<file path="config.mk">
export PLATFORM = sky130hd
export DESIGN_NAME = sehc_top
export DESIGN_NICKNAME = d
export VERILOG_FILES = /design/src/sehc_pkg.sv /design/src/sehc_top.sv /design/src/sehc_dec.sv
export VERILOG_INCLUDE_DIRS = /design/src
export SDC_FILE = /design/constraint.sdc
export NUM_CORES = 1
export LEC_CHECK = 0
export BUFFER_PORTS_ARGS = -buffer_cell sky130_fd_sc_hd__buf_2
export CAP_MARGIN = 0
export CELL_PAD_IN_SITES_DETAIL_PLACEMENT = 0
export CELL_PAD_IN_SITES_GLOBAL_PLACEMENT = 1
export CORE_MARGIN = 1
export CORE_UTILIZATION = 37
export CTS_CLUSTER_SIZE = 40
export DETAILED_ROUTE_END_ITERATION = 8
export GPL_TIMING_DRIVEN = 0
export HOLD_SLACK_MARGIN = 0.05
export MAX_ROUTING_LAYER = met4
export PLACE_DENSITY = 0.8
export REMOVE_ABC_BUFFERS = 1
export SYNTH_ARGS = -nofsm -noshare
export SYNTH_HDL_FRONTEND = slang
export SYNTH_SLANG_ARGS = --single-unit
</file>
<file path="constraint.sdc">
create_clock -name CLK_IN -period 5.5 [get_ports CLK_IN]
set_clock_uncertainty 0.1 [all_clocks]
set_input_delay 1.1 -clock CLK_IN [delete_from_list [all_inputs] [get_ports CLK_IN]]
set_output_delay 1.1 -clock CLK_IN [all_outputs]
set_load 0.01 [all_outputs]
</file>
<file path="src/sehc_regs.svh">
// Purpose: constants for the status and event command handler
// Assumes: included by its bare name from the design files
// Notes:   definitions only; values are widths, bit positions, masks, resets and divisors
`ifndef SEHC_REGS_SVH
`define SEHC_REGS_SVH

// register width shared by both event registers
`define SEHC_REG_W          8

// bit positions of both event registers, bit 7 down to bit 0
`define SEHC_BIT_PON        7
`define SEHC_BIT_URQ        6
`define SEHC_BIT_CME        5
`define SEHC_BIT_EXE        4
`define SEHC_BIT_DDE        3
`define SEHC_BIT_QYE        2
`define SEHC_BIT_RQC        1
`define SEHC_BIT_OPC        0

// bits that exist on the serial link variant (6, 1 and 0 unused)
`define SEHC_SERIAL_USED    8'hbc

// reset values: mask starts empty, status shows the power-on event
`define SEHC_MASK_RESET     8'h00
`define SEHC_STATUS_RESET   8'h80

// decimal conversion divisors
`define SEHC_DEC_HUNDRED    8'h64
`define SEHC_DEC_TEN        8'h0a

`endif

</file>
<file path="src/sehc_pkg.sv">
// Purpose: types of the status and event command handler
// Assumes: none
// Notes:   command and state encodings only; numbers live in the header
package sehc_pkg;

    // command codes presented by the command line parser
    typedef enum logic [2:0] {
        SEHC_CMD_OTHER = 3'h0,  // any instrument command, dispatched on
        SEHC_CMD_WAIT  = 3'h1,  // hold following commands until idle
        SEHC_CMD_CLS   = 3'h2,  // clear status
        SEHC_CMD_ESEW  = 3'h3,  // write event enable mask
        SEHC_CMD_ESEQ  = 3'h4,  // query event enable mask
        SEHC_CMD_ESRQ  = 3'h5,  // read and clear event status
        SEHC_CMD_OPC   = 3'h6   // mark operation complete when idle
    } sehc_cmd_t;

    // controller states, one-hot
    typedef enum logic [2:0] {
        SEHC_ST_IDLE  = 3'b001, // accepting commands
        SEHC_ST_DRAIN = 3'b010, // waiting for earlier commands to finish
        SEHC_ST_REPLY = 3'b100  // holding a reply until taken
    } sehc_state_t;

endpackage : sehc_pkg

</file>
<file path="src/sehc_top.sv">
// Purpose: status and event command handling for a remote-control link
// Assumes: commands arrive parsed, one per handshake, in line order
// Notes:   replies are binary plus decimal digits; text framing is outside
`timescale 1ns/100ps
`default_nettype none
`include "sehc_regs.svh"

module sehc_top (
    // clock and reset
    input  wire logic                     CLK_IN,
    input  wire logic                     RST_IN,
    // link variant: high for the serial port, low for the instrument bus
    input  wire logic                     LINK_SERIAL_IN,
    // command stream from the parser
    input  wire logic                     CMD_VALID_IN,
    input  wire sehc_pkg::sehc_cmd_t      CMD_CODE_IN,
    input  wire logic [`SEHC_REG_W-1:0]   CMD_DATA_IN,
    output logic                          CMD_READY_OUT,
    // dispatch of other commands to the instrument core
    output logic                          EXEC_START_OUT,
    output logic      [`SEHC_REG_W-1:0]   EXEC_DATA_OUT,
    input  wire logic                     EXEC_BUSY_IN,
    // event sources, one pulse per event, bit order as the status register
    input  wire logic [`SEHC_REG_W-1:0]   EVENT_IN,
    // status byte side
    output logic                          STATUS_CLEAR_OUT,
    output logic                          SUMMARY_OUT,
    output logic      [`SEHC_REG_W-1:0]   EVENT_STATUS_OUT,
    // query reply
    output logic                          REPLY_VALID_OUT,
    output logic      [`SEHC_REG_W-1:0]   REPLY_BIN_OUT,
    output logic      [3:0]               REPLY_HUND_OUT,
    output logic      [3:0]               REPLY_TENS_OUT,
    output logic      [3:0]               REPLY_ONES_OUT,
    input  wire logic                     REPLY_READY_IN
);

    import sehc_pkg::*;

    sehc_state_t              state;        // controller state
    sehc_state_t              next_state;   // its next value
    logic                     drain_opc;    // drain ends by marking opc
    logic [`SEHC_REG_W-1:0]   enable_mask;  // event enable mask
    logic [`SEHC_REG_W-1:0]   event_status; // event status register
    logic [`SEHC_REG_W-1:0]   next_status;  // next status value

    wire logic                take;         // command accepted this cycle
    wire logic                is_other;     // decoded commands
    wire logic                is_wait;
    wire logic                is_cls;
    wire logic                is_esew;
    wire logic                is_eseq;
    wire logic                is_esrq;
    wire logic                is_opc;
    wire logic                core_idle;    // all earlier commands done
    wire logic                drain_done;   // drain state may end
    wire logic                reply_ack;    // reply taken by the link
    wire logic                dec_load;     // start a reply
    wire logic [`SEHC_REG_W-1:0] dec_value; // value to reply with
    wire logic [`SEHC_REG_W-1:0] used_mask; // bits that exist on this link
    wire logic [`SEHC_REG_W-1:0] set_bits;  // events landing this cycle
    wire logic                status_clr;   // status cleared this cycle
    wire logic [`SEHC_REG_W-1:0] next_mask; // mask as of the next edge

    // command decode
    assign take     = CMD_VALID_IN & CMD_READY_OUT;
    assign is_other = take & (CMD_CODE_IN == SEHC_CMD_OTHER);
    assign is_wait  = take & (CMD_CODE_IN == SEHC_CMD_WAIT);
    assign is_cls   = take & (CMD_CODE_IN == SEHC_CMD_CLS);
    assign is_esew  = take & (CMD_CODE_IN == SEHC_CMD_ESEW);
    assign is_eseq  = take & (CMD_CODE_IN == SEHC_CMD_ESEQ);
    assign is_esrq  = take & (CMD_CODE_IN == SEHC_CMD_ESRQ);
    assign is_opc   = take & (CMD_CODE_IN == SEHC_CMD_OPC);

    // the core raises busy in the same cycle it sees a start pulse, so a
    // start still on the wire counts as unfinished work
    assign core_idle  = ~EXEC_BUSY_IN & ~EXEC_START_OUT;
    assign drain_done = (state == SEHC_ST_DRAIN) & core_idle;
    assign reply_ack  = REPLY_VALID_OUT & REPLY_READY_IN;

    // replies carry the plain binary value; its decimal digits follow
    assign dec_load  = is_eseq | is_esrq;
    assign dec_value = is_esrq ? event_status : enable_mask;

    // mask as it stands after this edge, so the summary never lags a write
    assign next_mask = is_esew ? CMD_DATA_IN : enable_mask;

    // serial variant has no bits 6, 1 and 0 in the status register
    assign used_mask = LINK_SERIAL_IN ? `SEHC_SERIAL_USED : 8'hff;

    // opc bit joins the event inputs once the drain for it completes
    assign set_bits = (EVENT_IN |
                       ({7'h00, drain_done & drain_opc} << `SEHC_BIT_OPC))
                      & used_mask;

    // a read of the status register or a clear-status both empty it
    assign status_clr = is_esrq | is_cls;

    // next status: cleared on command, but an event in the same cycle wins
    always_comb begin
        next_status = event_status;
        if (status_clr) begin
            next_status = 8'h00;
        end
        next_status = next_status | set_bits;
    end

    // next state: wait and opc drain, queries hold for the reply
    always_comb begin
        next_state = state;
        unique case (state)
            SEHC_ST_IDLE: begin
                if (is_wait | is_opc) begin
                    next_state = SEHC_ST_DRAIN;
                end else if (dec_load) begin
                    next_state = SEHC_ST_REPLY;
                end
            end
            SEHC_ST_DRAIN: begin
                if (core_idle) begin
                    next_state = SEHC_ST_IDLE;
                end
            end
            SEHC_ST_REPLY: begin
                if (reply_ack) begin
                    next_state = SEHC_ST_IDLE;
                end
            end
        endcase
    end

    // state register; ready follows the state so later commands stall
    always_ff @(posedge CLK_IN) begin
        if (RST_IN) begin
            state         <= SEHC_ST_IDLE;
            CMD_READY_OUT <= 1'b1;
        end else begin
            state         <= next_state;
            CMD_READY_OUT <= (next_state == SEHC_ST_IDLE);
        end
    end

    // remember whether the pending drain belongs to an opc marker
    always_ff @(posedge CLK_IN) begin
        if (RST_IN) begin
            drain_opc <= 1'b0;
        end else if (take) begin
            drain_opc <= is_opc;
        end
    end

    // enable mask: only its own write changes it, never clear-status
    always_ff @(posedge CLK_IN) begin
        if (RST_IN) begin
            enable_mask <= `SEHC_MASK_RESET;
        end else if (is_esew) begin
            enable_mask <= CMD_DATA_IN;
        end
    end

    // event status register
    always_ff @(posedge CLK_IN) begin
        if (RST_IN) begin
            event_status <= `SEHC_STATUS_RESET;
        end else begin
            event_status <= next_status;
        end
    end

    // dispatch of ordinary commands; data passes through registered
    always_ff @(posedge CLK_IN) begin
        if (RST_IN) begin
            EXEC_START_OUT <= 1'b0;
            EXEC_DATA_OUT  <= 8'h00;
        end else begin
            EXEC_START_OUT <= is_other;
            if (is_other) begin
                EXEC_DATA_OUT <= CMD_DATA_IN;
            end
        end
    end

    // status byte side; clear pulse tells other event registers to clear,
    // the message-available bit and output queue are not ours to touch
    always_ff @(posedge CLK_IN) begin
        if (RST_IN) begin
            STATUS_CLEAR_OUT <= 1'b0;
            SUMMARY_OUT      <= 1'b0;
            EVENT_STATUS_OUT <= `SEHC_STATUS_RESET;
        end else begin
            STATUS_CLEAR_OUT <= is_cls;
            SUMMARY_OUT      <= |(next_status & next_mask);
            EVENT_STATUS_OUT <= next_status;
        end
    end

    // reply register and decimal digits; stands until taken
    sehc_dec u_dec (
        .clk_in    (CLK_IN),
        .rst_in    (RST_IN),
        .load_in   (dec_load),
        .value_in  (dec_value),
        .ack_in    (reply_ack),
        .valid_out (REPLY_VALID_OUT),
        .bin_out   (REPLY_BIN_OUT),
        .hund_out  (REPLY_HUND_OUT),
        .tens_out  (REPLY_TENS_OUT),
        .ones_out  (REPLY_ONES_OUT)
    );

endmodule : sehc_top
`default_nettype wire

</file>
<file path="src/sehc_dec.sv">
// Purpose: register an 8-bit value as binary and as three decimal digits
// Assumes: load is a one-cycle pulse; ack is valid and ready together
// Notes:   reply holds stable until acknowledged
`timescale 1ns/100ps
`default_nettype none
`include "sehc_regs.svh"

module sehc_dec (
    // clock and reset
    input  wire logic                     clk_in,
    input  wire logic                     rst_in,
    // request
    input  wire logic                     load_in,
    input  wire logic [`SEHC_REG_W-1:0]   value_in,
    input  wire logic                     ack_in,
    // reply
    output logic                          valid_out,
    output logic      [`SEHC_REG_W-1:0]   bin_out,
    output logic      [3:0]               hund_out,
    output logic      [3:0]               tens_out,
    output logic      [3:0]               ones_out
);

    wire logic [7:0] rem_hund;   // value below one hundred
    wire logic [7:0] q_hund;     // hundreds quotient
    wire logic [7:0] q_tens;     // tens quotient
    wire logic [7:0] q_ones;     // units remainder

    // weighted sum is just the binary value; digits for the text reply
    assign q_hund   = value_in / `SEHC_DEC_HUNDRED;
    assign rem_hund = value_in % `SEHC_DEC_HUNDRED;
    assign q_tens   = rem_hund / `SEHC_DEC_TEN;
    assign q_ones   = rem_hund % `SEHC_DEC_TEN;

    // capture on load, hold until the consumer takes it
    always_ff @(posedge clk_in) begin
        if (rst_in) begin
            valid_out <= 1'b0;
            bin_out   <= 8'h00;
            hund_out  <= 4'h0;
            tens_out  <= 4'h0;
            ones_out  <= 4'h0;
        end else if (load_in) begin
            valid_out <= 1'b1;
            bin_out   <= value_in;
            hund_out  <= q_hund[3:0];
            tens_out  <= q_tens[3:0];
            ones_out  <= q_ones[3:0];
        end else if (ack_in) begin
            valid_out <= 1'b0;
        end
    end

endmodule : sehc_dec
`default_nettype wire

</file>
* After elaboration in Yosys (flattened, before gate mapping)
Cells that the tools add are included.
** Storage, ports and cells
- Bits of input ports :: 25
- Logic and storage cells :: 63
- Output and inout port bits :: 41
- Flip-flop bits (word level) :: 53
** Cells by class
- Equal/unequal tests :: 10
- Reductions and logical operators :: 3
- Div/mod/pow operators :: 4
- Multiplexer cells :: 11
- Bitwise operators :: 21
** Operators with widths (number)
- $mux 8 :: 3
- $and 8x8->8 :: 2
- $and 1x1->1 :: 12
- $eq 3x3->1 const B :: 4
- $mux 3 :: 4
- $eq 3x1->1 const B :: 3
- $eq 3x2->1 const B :: 3
- $pmux 3 s3 :: 1
- $div 8x4->8 const B :: 1
- $div 8x7->8 const B :: 1
- $mod 8x4->8 const B :: 1
- $mod 8x7->8 const B :: 1
- $or 8x1->8 :: 1
- $or 8x8->8 :: 1
- $reduce_or 8->1 :: 1
- $mux 7 :: 1
- $logic_not 3->1 :: 1
- $or 1x1->1 :: 3
- $mux 1 :: 2
- $not 1->1 :: 2
- $reduce_bool 2->1 :: 1

* Logic depth before layout (Yosys ltp)
- Depth after elaboration :: 9
- Mapped depth :: 25

* Modules after synthesis
Synthesis repeated with hierarchy kept, for this count alone.
** Second synthesis, totals
- Cell total of the unflattened synthesis :: 333
- Area total of the unflattened synthesis :: 2892.8 µm²
** Modules (own cells, without submodules)
- sehc_dec :: cells an instance 185, sequential area each 360.3 µm², instances 1, area an instance 1456.4 µm²
- sehc_top :: cells an instance 148, sequential area each 640.6 µm², instances 1, area an instance 1436.4 µm²

* Worst setup path after synthesis
No wires, ideal clock.
- Kind :: input -> register
- Start point :: input port CMD_CODE_IN[2]
- End point :: register u_dec.ones_out[2]
- Path slack :: 101 ps
- Arrival time :: 5211 ps
- Data required time :: 5312 ps
- Library setup time :: 88 ps
- Stages :: 23
- Path through :: buf_4 and4b_1 buf_6 buf_4 nand3_1 and2_1 inv_1 ha_1 o21bai_4 and2_1 xnor2_1 inv_1 ha_1 inv_1 or3_1 a211o_1 a21oi_4 mux2_4 nor2_2 mux2_2 nand3_1 a31o_1 a311oi_2
** On the way
- Word-level cells in the longest chain between the ends :: 5
- Elaborated cells on any way between the ends :: 8
- Classes of those cells :: 2 x div; 2 x eq/ne; 1 x mux; 3 x bitwise
** Ends and longest elaborated chain
- start, declared :: RTL line sehc_top.sv:16 : input wire sehc_pkg::sehc_cmd_t CMD_CODE_IN,
- $eq 3x3->1 :: RTL line sehc_top.sv:72 : assign is_esrq = take & (CMD_CODE_IN == SEHC_CMD_ESRQ);
- $and 1x1->1 :: RTL line sehc_top.sv:72
- $mux 8 :: RTL line sehc_top.sv:83 : assign dec_value = is_esrq ? event_status : enable_mask;
- named net dec_value[3] :: RTL line sehc_top.sv:59 : wire logic [`SEHC_REG_W-1:0] dec_value;
- $mod 8x7->8 (no source line)
- $mod 8x4->8 (no source line)
- end signal, assigned :: RTL line sehc_dec.sv:48 : ones_out <= q_ones[3:0];
- end, declared :: RTL line sehc_dec.sv:21 : output logic [3:0] ones_out
The timed path passes the listed nets, and every way through them passes these cells.
A chain may end at the register's enable or synchronous reset.

* Final worst setup path
- Start point :: input port CMD_CODE_IN[1]
- End point :: register u_dec.ones_out[1]
Same word-level chain as after synthesis.

==> impl.org <==
** Worst setup path
- The worst register-to-register path ends at u_dec.ones_out[1].
- Slowest cell delay on critical path :: approximately 0.38 ns
- The startpoint identified for the worst register-to-register timing path is CMD_READY_OUT.
- For this design, the slowest cell found on the critical path is and4b_4.
- The signal on the critical path passes through buf_2, and4b_4, nand3_1, and2_2, inv_1, ha_2, o21bai_4, and2_4, xnor2_1, inv_1, ha_1, inv_1, or3_1, a211o_1, a21oi_4, buf_12, xnor2_4, nor4_2, o2111a_1, a311oi_2, mux2_1, nand2_1.
- In this run the worst setup path terminates at u_dec.ones_out[1].
- Worst Setup End Kind :: flop
- Setup slack on the worst reg-to-reg path comes out at approximately 0.70 ns.
- Highest net fanout along the worst path :: 9
- Critical setup path kind :: in2reg
- Critical path startpoint :: CMD_CODE_IN[1]
- Data on the critical path arrives at its endpoint at roughly 5.4 ns.
- On the critical path the largest part of the delay comes from simple AND/OR/NAND/NOR gates.
- Number of stages on the worst setup path :: 22
- By instance count, the cell type seen most on the critical path is inv_1.
- Worst Path Required :: around 5.7 ns
- Depth of the worst register-to-register path :: 21
- Type of element launching the critical path :: input pin
- Buffers plus inverters on the worst setup path :: 5

** Power
- Share of total power in the clock network :: roughly 31%
- The internal portion of the total power is 0.000596 W.
- Logic pwr share :: about 23%
- Summed over all cells, the static leakage comes to about 1.6 nW.
- The analysis attributes to net switching a power of between 0.0002 and 0.0003 W.
- Design Power :: 0.000860 W
- Dividing total power by cell area gives a power density of 227 mW/mm2.
- Sequential cells burn between 40% and 50% of the power.
- Fraction of power spent switching nets :: a little under a third
- The worst-case IR drop observed on VDD is 0.136 mV.

** Final layout
- Commonest non-fill, non-tap cells in the layout :: buf_2, dfxtp_1, nor2_1
- Inserted Diodes :: 0
- For this run, the post-layout net count is 461.
- The layout has 826 filler cells.
- Layout cells sized above 1 :: between 30 and 40%
- Final cell count without fillers :: about 540
- Commonest non-fill, non-tap cell in the layout :: buf_2
- Synth-to-Final Area Change :: 20.6%
- Final standard cell area without fillers :: ~0.0038 mm2

** Place
- The number of placed instances, taps included, is 516.
- Global placer's final weighted congestion :: 0.854
- IO buf count :: between 60 and 70
- Detailed placement finished with a half-perimeter wire length of 5610 um.
- Worst slack at placement :: -1.39 ns
- The placed instances occupy a cell area of ~0.0035 mm2.

** Timing
- Static timing analysis puts the maximum clock frequency at approximately 190 MHz.
- Count of endpoints failing setup in the final report :: 0
- Post-layout minimum cycle time :: 5.28 ns
- Worst slew pin tran :: 1.07 ns
- The count of final max-slew check failures came to 0.
- Dividing the final minimum period by the clock period gives between 90 and 100%.
- Setup total negative slack on the finished layout was measured at 0 ns.
- Headroom to the max-slew limit came out at 26.5%.
- Final WS setup :: approximately 0.22 ns
- The hold violation count in the final report came to 0.

** Detailed routing
- Number of detailed-routing iterations run before antenna repair :: 4
- Total wire length after detailed routing :: 8350 um
- For this block, the initial DRC count from the detailed router was ~140.
- For this run, design rule violations remaining after detail routing come to 0.
- Routed via count :: 2993
- Using the TritonRoute via totals, the vias-per-cell ratio works out to 5.55.
- In the final routed layout, each cell accounts on average for about 15 um.
- Once detail routing completed, the nets flagged for antenna violations numbered 0.

** Synth
- Xor-xnor portion of the synthesized cell area :: between 1 and 1.5%
- The synthesized design contains 0 enable-type register cells.
- The synthesized netlist devotes between 20% and 30% of its cell area to compound gates.
- Summed over all instances, the cell type with the most area after synthesis is dfxtp_1.
- Share of synthesized cell area in full adder, half adder and majority cells :: 1.19%
- Gate count after technology mapping :: between 300 and 400
- For this run, asynchronously set or reset flops after synthesis account for 0%.
- Sequential share of the synthesized area :: about a third
- Sorting the synthesized cells by area gives the leading types as dfxtp_1, mux2i_1, nor2_1, a21oi_1, nand2_1.
- Summing the areas of all and, or, nand and nor instances in the mapped netlist gives between 20% and 30% of the synthesized area.
- Commonest register cell after synthesis :: dfxtp_1
- The netlist uses between 70 and 80 different library cells.
- Proportion of synthesized area in mux cells :: between 8 and 9%
- Syn Area/Cell :: between 8 and 9 um2
- After synthesis the cells add up to 0.00314 mm2.
- Proportion of netlist area held by the largest area contributor :: 31.9%
- Yosys printed 0 warnings.
- After synthesis the netlist holds a flip-flop and latch count of 50.
- Combinational family with the most area after synthesis :: simple AND/OR/NAND/NOR gates

** Clock tree
- Worst skew pair latency :: roughly 0.31 ns
- Number of buffers added by the clock tree synthesis step :: 5
- Counting every sink on the clock net gives 50.
- TritonCTS clock tree :: built
- In this run the clock root is driven by a clkbuf_8.
- Number of levels the H-tree was split into :: 2
- After clock tree synthesis, the clock-pin slew on the worst setup and hold paths is 0.09 ns.
- CTS hold repair buffers :: 0
- Maximum root-to-sink buffer count :: 2

** Global route
- Number of antenna violations at the first check in global routing :: 0
- First-pass GRT wire length :: between 10000 and 15000 um
- After global routing the overflow that remains totals 0.
- Number of global-route vias before repair :: approximately 2700
- Largest net degree at the start of global routing :: 51
- Overall routing resource usage :: 19.9%

** Floorplan
- Horizontal extent of the die :: 94.1 um
- Full die area :: ~0.009 mm2
- Number of top-level pins :: between 60 and 70
- Initial standard-cell utilization of the core :: roughly two fifths
- The die is about 94 um tall.
- Total number of placement rows :: 33
- Core Box Area :: slightly above 0.008 mm2

** Min path
- Class of the most critical hold timing path :: reg2reg

** Run
- Number of maximum-capacitance constraint violations :: 0

** Run status
- Status :: complete, no violations
[power groups by stage]
stage | Sequential (W) | Combinational (W) | Clock (W)
after floorplan | 0.000408 | 0.000111 | 0
after global placement | 0.000404 | 0.000172 | 0
after detailed placement | 0.000405 | 0.000174 | 0
after CTS | 0.000398 | 0.000180 | 0.000277
after global routing | 0.000401 | 0.000212 | 0.000292
final | 0.000398 | 0.000194 | 0.000268
[sequential cells by signal, indices dropped and copies added (netlist names), 2 cells and up]
| register | flops |
|---|---|
| EVENT_STATUS_OUT | 8 |
| u_dec.hund_out | 2 |
| EXEC_DATA_OUT | 8 |
| u_dec.tens_out | 4 |
| state | 3 |
| u_dec.ones_out | 3 |
| enable_mask | 8 |
| u_dec.bin_out | 8 |
[worst min-delay path by stage]
stage / start / endpoint / slack, ns / depth (start not counted)
after floorplan: drain_opc / drain_opc / 0.35 / 2
after global placement: u_dec.tens_out[3] / u_dec.tens_out[3] / 0.34 / 2
after detailed placement: u_dec.tens_out[3] / u_dec.tens_out[3] / 0.34 / 2
after CTS: u_dec.tens_out[3] / u_dec.tens_out[3] / 0.36 / 2
after global routing: u_dec.tens_out[3] / u_dec.tens_out[3] / 0.38 / 2
final: u_dec.tens_out[3] / u_dec.tens_out[3] / 0.35 / 2
[cell type report]
type,instances,area (um2),area share (%)
clock buffer,6,72.6,1.92
clock inverter,2,37.5,0.991
inverter,9,37.5,0.991
multi-input combinational,290,2050,54.2
sequential,50,1000,26.4
tap,105,131,3.47
timing repair buffer,77,454,12.0
[metrics by stage]
stage,util (%),hold slack (ns)
after global routing,46.1,0.381
final,46.1,0.353
after floorplan,-,0.355
after CTS,44.4,0.356
after global placement,42.4,0.342
after detailed placement,42.4,0.344
[layer usage]
metal | track usage, % | part of all wire, % | wire length (um) | vias up
li1 | - | - | - | 1485
met1 | 24.4 | 46 | 3870 | 1395
met2 | 32.4 | 47 | 3890 | 90
met3 | 3.32 | 4.1 | 346 | 23
met4 | 7.82 | 2.9 | 242 | 0
met5 | - | 0 | 0 | -
[synth_stat cells (4+ instances only)]
library cell,number
a211o_1,6
buf_2,4
buf_4,5
nor2_2,4
a211oi_1,11
nor2_1,50
a21oi_1,32
o22ai_1,5
and3_1,4
clkbuf_1,8
nand2_1,31
nor2b_1,5
and2_1,4
o21ai_0,7
dfxtp_1,50
mux2i_1,23
nand3_1,12
a211oi_2,4
nor3_1,10
inv_1,8
[worst register-to-register path, stage by stage, from the launching register on]
cell      delay [ns]
dfxtp_1         0.52
and4b_4         0.33
nand3_1         0.10
and2_2          0.23
inv_1           0.07
ha_2            0.22
o21bai_4        0.20
and2_4          0.22
xnor2_1         0.10
inv_1           0.10
ha_1            0.18
inv_1           0.07
or3_1           0.37
a211o_1         0.30
a21oi_4         0.27
buf_12          0.14
xnor2_4         0.17
nor4_2          0.09
o2111a_1        0.26
a311oi_2        0.30
mux2_1          0.35
nand2_1         0.06
[repair_timing]
| action | in CTS | in global routing |
|---|---|---|
| gates cloned | 1 | 0 |
| buffers inserted | 5 | 9 |
| resized for setup | 4 | 11 |
| setup endpoints to repair | 7 | 5 |
| endpoints found under the hold margin | 0 | 0 |
| pin swaps | 1 | 5 |
[cell families (layout without fill, tap and decap cells)]
family / Yosys count / in the layout
other cells: 1 / 2
simple gates: 154 / 155
compound gates: 100 / 100
flops: 50 / 50
fa+ha+maj: 3 / 3
mux: 27 / 27
xor+xnor: 3 / 3
buf+inv: 30 / 94
No activity file was read; power rests on OpenSTA's default activity.
